$ cat config.mk
export PLATFORM = sky130hd
export DESIGN_NAME = rapt_top
export DESIGN_NICKNAME = d
export VERILOG_FILES = /design/src/include/rapt_pkg.sv /design/src/verilog/rapt_ripple.sv /design/src/verilog/rapt_top.sv
export SDC_FILE = /design/constraint.sdc
export NUM_CORES = 1
export LEC_CHECK = 0
export BUFFER_PORTS_ARGS = -buffer_cell sky130_fd_sc_hd__buf_2
export CORE_UTILIZATION = 57
export CTS_CLUSTER_DIAMETER = 150
export CTS_CLUSTER_SIZE = 28
export DETAILED_ROUTE_END_ITERATION = 8
export GPL_ROUTABILITY_DRIVEN = 0
export PLACE_DENSITY_LB_ADDON = 0.1
export SLEW_MARGIN = 0
export SYNTH_ARGS = -nofsm -noshare
export SYNTH_HDL_FRONTEND = slang
export SYNTH_SLANG_ARGS = --single-unit
$ cat constraint.sdc
create_clock -name clock -period 3.1 [get_ports clock]
set_input_delay 0.62 -clock clock [delete_from_list [all_inputs] [get_ports clock]]
set_output_delay 0.62 -clock clock [all_outputs]
set_load 0.005 [all_outputs]
$ cat src/include/rapt_pkg.sv
package rapt_pkg;

    // Register map
    localparam logic [5:0] RAPT_CFG_ADDR        = 6'h18;
    localparam int         RAPT_AUTOCAL_LSB     = 4;
    localparam int         RAPT_TIMEOUT_LSB     = 2;
    localparam logic [1:0] RAPT_AUTOCAL_RESET   = 2'h0;
    localparam logic [1:0] RAPT_TIMEOUT_RESET   = 2'h1;

    // Calibration trigger settings
    localparam logic [1:0] RAPT_AC_NEVER        = 2'h0;
    localparam logic [1:0] RAPT_AC_FROM_IDLE    = 2'h1;
    localparam logic [1:0] RAPT_AC_TO_IDLE      = 2'h2;
    localparam logic [1:0] RAPT_AC_FOURTH       = 2'h3;
    localparam logic [1:0] RAPT_FOURTH_LAST     = 2'h3;

    // Ripple counter and expiry counts
    localparam int         RAPT_RIPPLE_WIDTH    = 6;
    localparam logic [5:0] RAPT_RIPPLE_LAST     = 6'h3f;
    localparam logic [8:0] RAPT_EXPIRE_SEL0     = 9'h001;
    localparam logic [8:0] RAPT_EXPIRE_SEL1     = 9'h010;
    localparam logic [8:0] RAPT_EXPIRE_SEL2     = 9'h040;
    localparam logic [8:0] RAPT_EXPIRE_SEL3     = 9'h100;

    // Radio control state as reported by the main state machine
    typedef enum logic [1:0] {
        RAPT_RADIO_IDLE = 2'h0,
        RAPT_RADIO_RX   = 2'h1,
        RAPT_RADIO_TX   = 2'h2,
        RAPT_RADIO_FSTX = 2'h3
    } rapt_radio_t;

    // Power-up sequencer, Gray along wait -> count -> ready
    typedef enum logic [1:0] {
        RAPT_PU_WAIT  = 2'b00,
        RAPT_PU_COUNT = 2'b01,
        RAPT_PU_READY = 2'b11
    } rapt_pu_t;

    // Register access request
    typedef struct packed {
        logic       wr;
        logic       rd;
        logic [5:0] addr;
        logic [7:0] wdata;
    } rapt_req_t;

endpackage

$ cat src/verilog/rapt_ripple.sv
`timescale 1ns/1ps
`default_nettype none
module rapt_ripple
    import rapt_pkg::*;
(
    // Clock and reset
    input  wire logic clock,
    input  wire logic sys_rst,
    // Control
    input  wire logic run,
    output logic      expire
);

    logic [RAPT_RIPPLE_WIDTH-1:0] cnt_q;
    wire  logic                   at_last = (cnt_q == RAPT_RIPPLE_LAST);

    // Free counter, cleared whenever stopped so each start is a full period
    always_ff @(posedge clock) begin
        if (sys_rst || !run) begin
            cnt_q <= '0;
        end else begin
            cnt_q <= cnt_q + 1'b1;
        end
    end

    assign expire = run && at_last;

endmodule
`default_nettype wire

$ cat src/verilog/rapt_top.sv
`timescale 1ns/1ps
`default_nettype none
// Behaviour
// - Setting 00: no automatic calibration, only the calibrate strobe starts one.
// - Setting 01: calibrate when leaving idle for receive, transmit or synth-on.
// - Setting 10: calibrate when returning from receive or transmit to idle.
// - Setting 11: calibrate on every fourth return to idle.
// - Trigger selection in bits 5:4, read/write, resets to 00.
// - Chip-ready stays high until ripple counter expired selected times, then low.
module rapt_top
    import rapt_pkg::*;
#(
    parameter logic [8:0] PO_LONG_EXPIRES = RAPT_EXPIRE_SEL3
)
(
    // Clock and reset
    input  wire logic        clock,
    input  wire logic        sys_rst,
    // Register access
    input  wire rapt_req_t   reg_req,
    output logic [7:0]       reg_rdata_q,
    // Radio control state machine
    input  wire rapt_radio_t radio_state,
    input  wire logic        calibrate_strobe,
    output logic             cal_start_q,
    // Crystal oscillator and readiness
    input  wire logic        xosc_run,
    output logic             chip_ready_low_q
);

    // Expiry count for a timeout setting
    function automatic logic [8:0] expire_target(input logic [1:0] sel);
        logic [8:0] t;
        t = RAPT_EXPIRE_SEL0;
        unique case (sel)
            2'h0: t = RAPT_EXPIRE_SEL0;
            2'h1: t = RAPT_EXPIRE_SEL1;
            2'h2: t = RAPT_EXPIRE_SEL2;
            2'h3: t = PO_LONG_EXPIRES;
        endcase
        return t;
    endfunction

    logic [1:0]  autocal_q;
    logic [1:0]  timeout_q;
    logic [1:0]  fourth_q;
    logic [1:0]  fourth_d;
    logic [8:0]  exp_cnt_q;
    rapt_radio_t prev_state_q;
    rapt_pu_t    pu_q;
    rapt_pu_t    pu_d;
    logic        expire;

    // Register decode
    wire logic hit      = (reg_req.addr == RAPT_CFG_ADDR);
    wire logic cfg_wr   = reg_req.wr && hit;
    wire logic [7:0] cfg_view = {2'b00, autocal_q, timeout_q, 2'b00};
    wire logic [7:0] rd_next  = (reg_req.rd && hit) ? cfg_view : 8'h00;

    // Only the two live fields are stored; other bits are dropped
    always_ff @(posedge clock) begin
        if (sys_rst) begin
            autocal_q   <= RAPT_AUTOCAL_RESET;
            timeout_q   <= RAPT_TIMEOUT_RESET;
            reg_rdata_q <= 8'h00;
        end else begin
            if (cfg_wr) begin
                autocal_q <= reg_req.wdata[RAPT_AUTOCAL_LSB +: 2];
                timeout_q <= reg_req.wdata[RAPT_TIMEOUT_LSB +: 2];
            end
            reg_rdata_q <= rd_next;
        end
    end

    // Transition detection against last cycle's radio state
    wire logic was_active = (prev_state_q == RAPT_RADIO_RX) ||
                            (prev_state_q == RAPT_RADIO_TX);
    wire logic now_busy   = (radio_state != RAPT_RADIO_IDLE);
    wire logic leave_idle = (prev_state_q == RAPT_RADIO_IDLE) && now_busy;
    wire logic back_idle  = was_active && (radio_state == RAPT_RADIO_IDLE);

    // Trigger selection
    wire logic fourth_hit = back_idle && (fourth_q == RAPT_FOURTH_LAST);
    wire logic auto_cal   =
        ((autocal_q == RAPT_AC_FROM_IDLE) && leave_idle) ||
        ((autocal_q == RAPT_AC_TO_IDLE)   && back_idle)  ||
        ((autocal_q == RAPT_AC_FOURTH)    && fourth_hit);
    wire logic cal_next   = calibrate_strobe || auto_cal;

    // Fourth-return counter only advances in setting 11
    always_comb begin
        fourth_d = fourth_q;
        if ((autocal_q == RAPT_AC_FOURTH) && back_idle) begin
            fourth_d = fourth_q + 1'b1;
        end
    end

    always_ff @(posedge clock) begin
        if (sys_rst) begin
            prev_state_q <= RAPT_RADIO_IDLE;
            fourth_q     <= 2'h0;
            cal_start_q  <= 1'b0;
        end else begin
            prev_state_q <= radio_state;
            fourth_q     <= fourth_d;
            cal_start_q  <= cal_next;
        end
    end

    // Power-up ripple counter
    rapt_ripple u_ripple (
        .clock   (clock),
        .sys_rst (sys_rst),
        .run     (pu_q == RAPT_PU_COUNT),
        .expire  (expire)
    );

    wire logic [8:0] exp_next = exp_cnt_q + 9'h001;
    wire logic       done     = expire &&
                                (exp_next == expire_target(timeout_q));

    // Sequencer; a stopped crystal always drops back to waiting
    always_comb begin
        pu_d = pu_q;
        unique case (pu_q)
            RAPT_PU_WAIT:  if (xosc_run) pu_d = RAPT_PU_COUNT;
            RAPT_PU_COUNT: if (!xosc_run) pu_d = RAPT_PU_WAIT;
                           else if (done) pu_d = RAPT_PU_READY;
            RAPT_PU_READY: if (!xosc_run) pu_d = RAPT_PU_WAIT;
            default:       pu_d = RAPT_PU_WAIT;
        endcase
    end

    // Ready is a flop so it never glitches on the pin
    always_ff @(posedge clock) begin
        if (sys_rst) begin
            pu_q             <= RAPT_PU_WAIT;
            exp_cnt_q        <= 9'h000;
            chip_ready_low_q <= 1'b1;
        end else begin
            pu_q             <= pu_d;
            chip_ready_low_q <= (pu_d != RAPT_PU_READY);
            if (pu_q != RAPT_PU_COUNT) begin
                exp_cnt_q <= 9'h000;
            end else if (expire) begin
                exp_cnt_q <= exp_next;
            end
        end
    end
endmodule
`default_nettype wire

==> results <==
- The mapped netlist covers 1490 µm².
- The utilization of the core after routing is 0.672.
- The root buffer selected by CTS is sky130_fd_sc_hd__clkbuf_4.
- The total area inside the core boundary comes to 2480 µm².
- In the global route stage, overall resource usage came out at 0.205.
- The part of the Yosys area used for sequential elements is 0.416.
- The die covers 2830 µm².
- The count of H-tree levels built during CTS is 2.
- The clock latency on the worst-skew pair is 0.32 ns.
- The cell area after placement is 1600 µm².
- The post-route standard cell area excluding fillers is 1660 µm².
- The number of cells on the worst reg-to-reg path is 5.
- The number of gates resized after cts is 0.
- The average instance in the mapped netlist occupies 9.16 µm².
- The delay of the slowest critical-path stage is 0.59 ns.
- After global routing the overflow that remains totals 0.
- The via count of the first global-routing pass came to 1,033.
- The residual DRC count is 0.
- The tightest min-delay check is of the reg2reg type.
- The critical register-to-register path startpoint is u_ripple.cnt_q[0].
- 0 antenna diodes ended up in the layout.
- The relative area change from synthesis to final layout is 11.5%.
- The total count of hold-check failures in the final report is 0.
- The largest vdd supply drop is 0.370 mV.
- The routed design has 2.34 mm of wire.
- By area the synthesized netlist is led by sky130_fd_sc_hd__dfxtp_1 42%, sky130_fd_sc_hd__xnor2_1 7.0%, sky130_fd_sc_hd__nor2_1 6.5%, sky130_fd_sc_hd__ha_1 3.4%, sky130_fd_sc_hd__mux2i_1 3.4%.
- The number of iterations in the first detailed-routing pass is 4.
- The die is 53.2 µm tall.
- The worst register-to-register path ends at exp_cnt_q[5].
- Along the worst path, the maximum fanout reaches 11.
- The critical path starts at u_ripple.cnt_q[0].
- The register area is 621 µm².
- The number of violations of the max-capacitance limit is 0.
- The flow ran to the end, and the final reports show no timing, DRC or antenna violations.
- The most area-hungry cell type in the Yosys netlist is sky130_fd_sc_hd__dfxtp_1.
- The signal on the critical path passes through ha_1 -> or4b_4 -> or3_1 -> xor2_1 -> nor2_1.
- During synthesis, Yosys emitted a total of 0 warnings.
- The final HPWL from detailed placement is 1.74 mm.
- The number of buffers added on ports is 23.
- The maximum buffer depth of the clock tree is 2.
- The area of the multi-input gates is 803 µm².
- After clock tree synthesis, the clock-pin slew on the worst setup and hold paths is 0.10 ns.
- Dividing the final minimum period by the clock period gives 0.591.
- The average wire length per cell after detail routing is 10.8 µm.
- Setup repair after global routing left no endpoint under its margin.
- STA classifies the critical path startpoint as a flip-flop.
- For this design, the slowest cell found on the critical path is sky130_fd_sc_hd__or4b_4.
- The most instantiated library cell after synthesis is sky130_fd_sc_hd__dfxtp_1.
- The first-pass GRT wire length is 4.08 mm.
- The total of endpoints with negative setup slack in the final report is 0.
- After detailed routing, the number of vias per cell comes to 5.16.
- The leakage power of the design is 0.644 nW.
- The number of antenna violations at the first check in global routing is 0.
- The clock sink count is 31.
- The setup check on the worst reg-to-reg path leaves a slack of 1.27 ns.
- The share of flip-flops with an asynchronous set or reset is 0.
- Fill cells in the final layout number 215.
- For this configuration, the core starts out at a cell density of 0.603.
- The path with the worst hold slack has its endpoint at u_ripple.cnt_q[0].
- In this run, post-CTS hold repair placed 0 buffers.
- In the synthesized netlist, the cells that appear most often are 31 x sky130_fd_sc_hd__dfxtp_1, 26 x sky130_fd_sc_hd__nor2_1, 12 x sky130_fd_sc_hd__xnor2_1.
- Derived from the worst setup path, the maximum achievable clock frequency is 546 MHz.
- The type of destination of the critical path is a flip-flop.
- The die is 53.2 µm wide.
- The number of pins with negative max-slew slack in the final report is 0.
- The worst setup path is of the reg2reg kind.
- For the worst setup path, the data required time is 3.31 ns.
- Dividing total power by cell area gives a power density of 415 nW/µm².
- Data arrives at the worst endpoint at 2.04 ns.
- After the first detailed-routing iteration, the DRC count stood at 6.
- Once detail routing completed, the nets flagged for antenna violations numbered 0.
- Clock tree synthesis inserted a total of 5 buffers.
- The final period demand of the worst path is 1.83 ns.
- At the end of the flow, the number of nets in the layout was 212.
- Yosys mapped a number of flops with a built-in enable equal to 0.
- The instance count along the most critical hold path is 1.
- For the final database, setup skew stands at 0.00957 ns.
- The startpoint identified for the worst hold timing path is u_ripple.cnt_q[0].
- For this design the top-level I/O count stands at 32.
- After routing, the total negative slack on setup checks comes to 0 ns.
- The design draws 690 µW.
- After clock tree synthesis, the setup repair step added 0 buffers.
- The fraction of layout cells with a size suffix above 1 is 0.198.
- The CTS tree is yes.
- The count of standard-cell rows is 18.
- The most used flip-flop cell after synthesis is sky130_fd_sc_hd__dfxtp_1.
- Entering global routing, the biggest net connects 16 pins.
- The area fraction of the dominant cell type after synthesis is 0.416.
- The number of distinct standard cells referenced by the synthesized netlist is 43.
- The total of flip-flops plus latches after synthesis is 31.
- Across all layers, the routed design uses 1,119 vias.
- The cell count after synthesis came out at 163.
cell usage in the layout (no fill, tap or decap), types with 2 or more instances in the layout:
cell type	Yosys	routed
sky130_fd_sc_hd__nor3_1	2	2
sky130_fd_sc_hd__conb_1	1	4
sky130_fd_sc_hd__clkbuf_4	0	5
sky130_fd_sc_hd__o21ai_0	3	3
sky130_fd_sc_hd__mux2i_1	5	5
sky130_fd_sc_hd__a21oi_1	5	5
sky130_fd_sc_hd__nor2_1	26	26
sky130_fd_sc_hd__inv_1	5	5
sky130_fd_sc_hd__nor3b_1	3	3
sky130_fd_sc_hd__and2_1	4	4
sky130_fd_sc_hd__nand3_1	6	6
sky130_fd_sc_hd__clkbuf_8	0	2
sky130_fd_sc_hd__dfxtp_1	31	31
sky130_fd_sc_hd__xnor2_1	12	12
sky130_fd_sc_hd__ha_1	4	4
sky130_fd_sc_hd__nor2b_1	5	5
sky130_fd_sc_hd__xor2_1	5	5
sky130_fd_sc_hd__buf_2	1	23
sky130_fd_sc_hd__nand2_1	8	8
sky130_fd_sc_hd__nand3b_1	2	2
sky130_fd_sc_hd__or3_1	4	4
sky130_fd_sc_hd__nand4b_1	2	2
final cells by class:
type,instances,share of cell area
tap,30,0.0226
sequential,31,0.373
multi-input combinational,120,0.483
timing repair buffer,23,0.0692
clock buffer,8,0.0414
inverter,5,0.0113
stage by stage:
step	std cells	hold slack [ns]	worst slack, ns
2_1_floorplan	166	0.430	1.37
3_3_place_gp	209	0.441	1.23
3_5_place_dp	209	0.453	1.18
4_1_cts	217	0.475	1.25
5_1_grt	217	0.488	1.18
6_report	217	0.468	1.27
kinds of logic after synthesis:
| family | synth area share |
|---|---|
| xor gates and xnor gates | 0.115 |
| other | 0.00251 |
| buffers and inverters | 0.0536 |
| adders and majority gates | 0.0335 |
| AOI/OAI and AO/OA | 0.0620 |
| DFF | 0.416 |
| muxes | 0.0335 |
| and+or+nand+nor | 0.284 |
worst max-delay path by stage:
stage	endpoint	slack [ns]
6_report	exp_cnt_q[5]	1.27
5_1_grt	exp_cnt_q[5]	1.18
4_1_cts	exp_cnt_q[5]	1.25
3_5_place_dp	timeout_q[0]	1.18
3_3_place_gp	timeout_q[0]	1.23
2_1_floorplan	chip_ready_low_q	1.37
where the power goes:
| group | internal [mW] | total [mW] | switching, mW | leakage (nW) |
|---|---|---|---|---|
| sequential | 0.402 | 0.404 | 0.00216 | 0.251 |
| combinational | 0.0140 | 0.0277 | 0.0137 | 0.355 |
| clock | 0.133 | 0.259 | 0.125 | 0.0386 |
metal layers:
| layer | vias to the layer above | wire length [µm] | share of wire | GRT usage |
|---|---|---|---|---|
| met5 | - | 0 | 0 | 0 |
| met4 | 0 | 51 | 0.022 | 0.110 |
| met3 | 5 | 75 | 0.032 | 0.0718 |
| met2 | 16 | 1150 | 0.49 | 0.348 |
| met1 | 508 | 1070 | 0.46 | 0.222 |
| li1 | 590 | - | - | - |
critical path, delay by kind of cell, from the launching register on:
family                   cells  cell delay (ns)
XOR/XNOR                     1             0.14
adder cells (fa/ha/maj)      1             0.22
flip-flops                   1             0.37
AND/OR/NAND/NOR              3             1.00
sequential cells by signal, indices dropped and copies added (netlist names):
register,cells
u_ripple.cnt_q,6
exp_cnt_q,9
prev_state_q,2
reg_rdata_q,4
fourth_q,2
pu_q,2
timeout_q,2
autocal_q,2
chip_ready_low_q,1
cal_start_q,1
No activity file was read; power rests on OpenSTA's default activity.
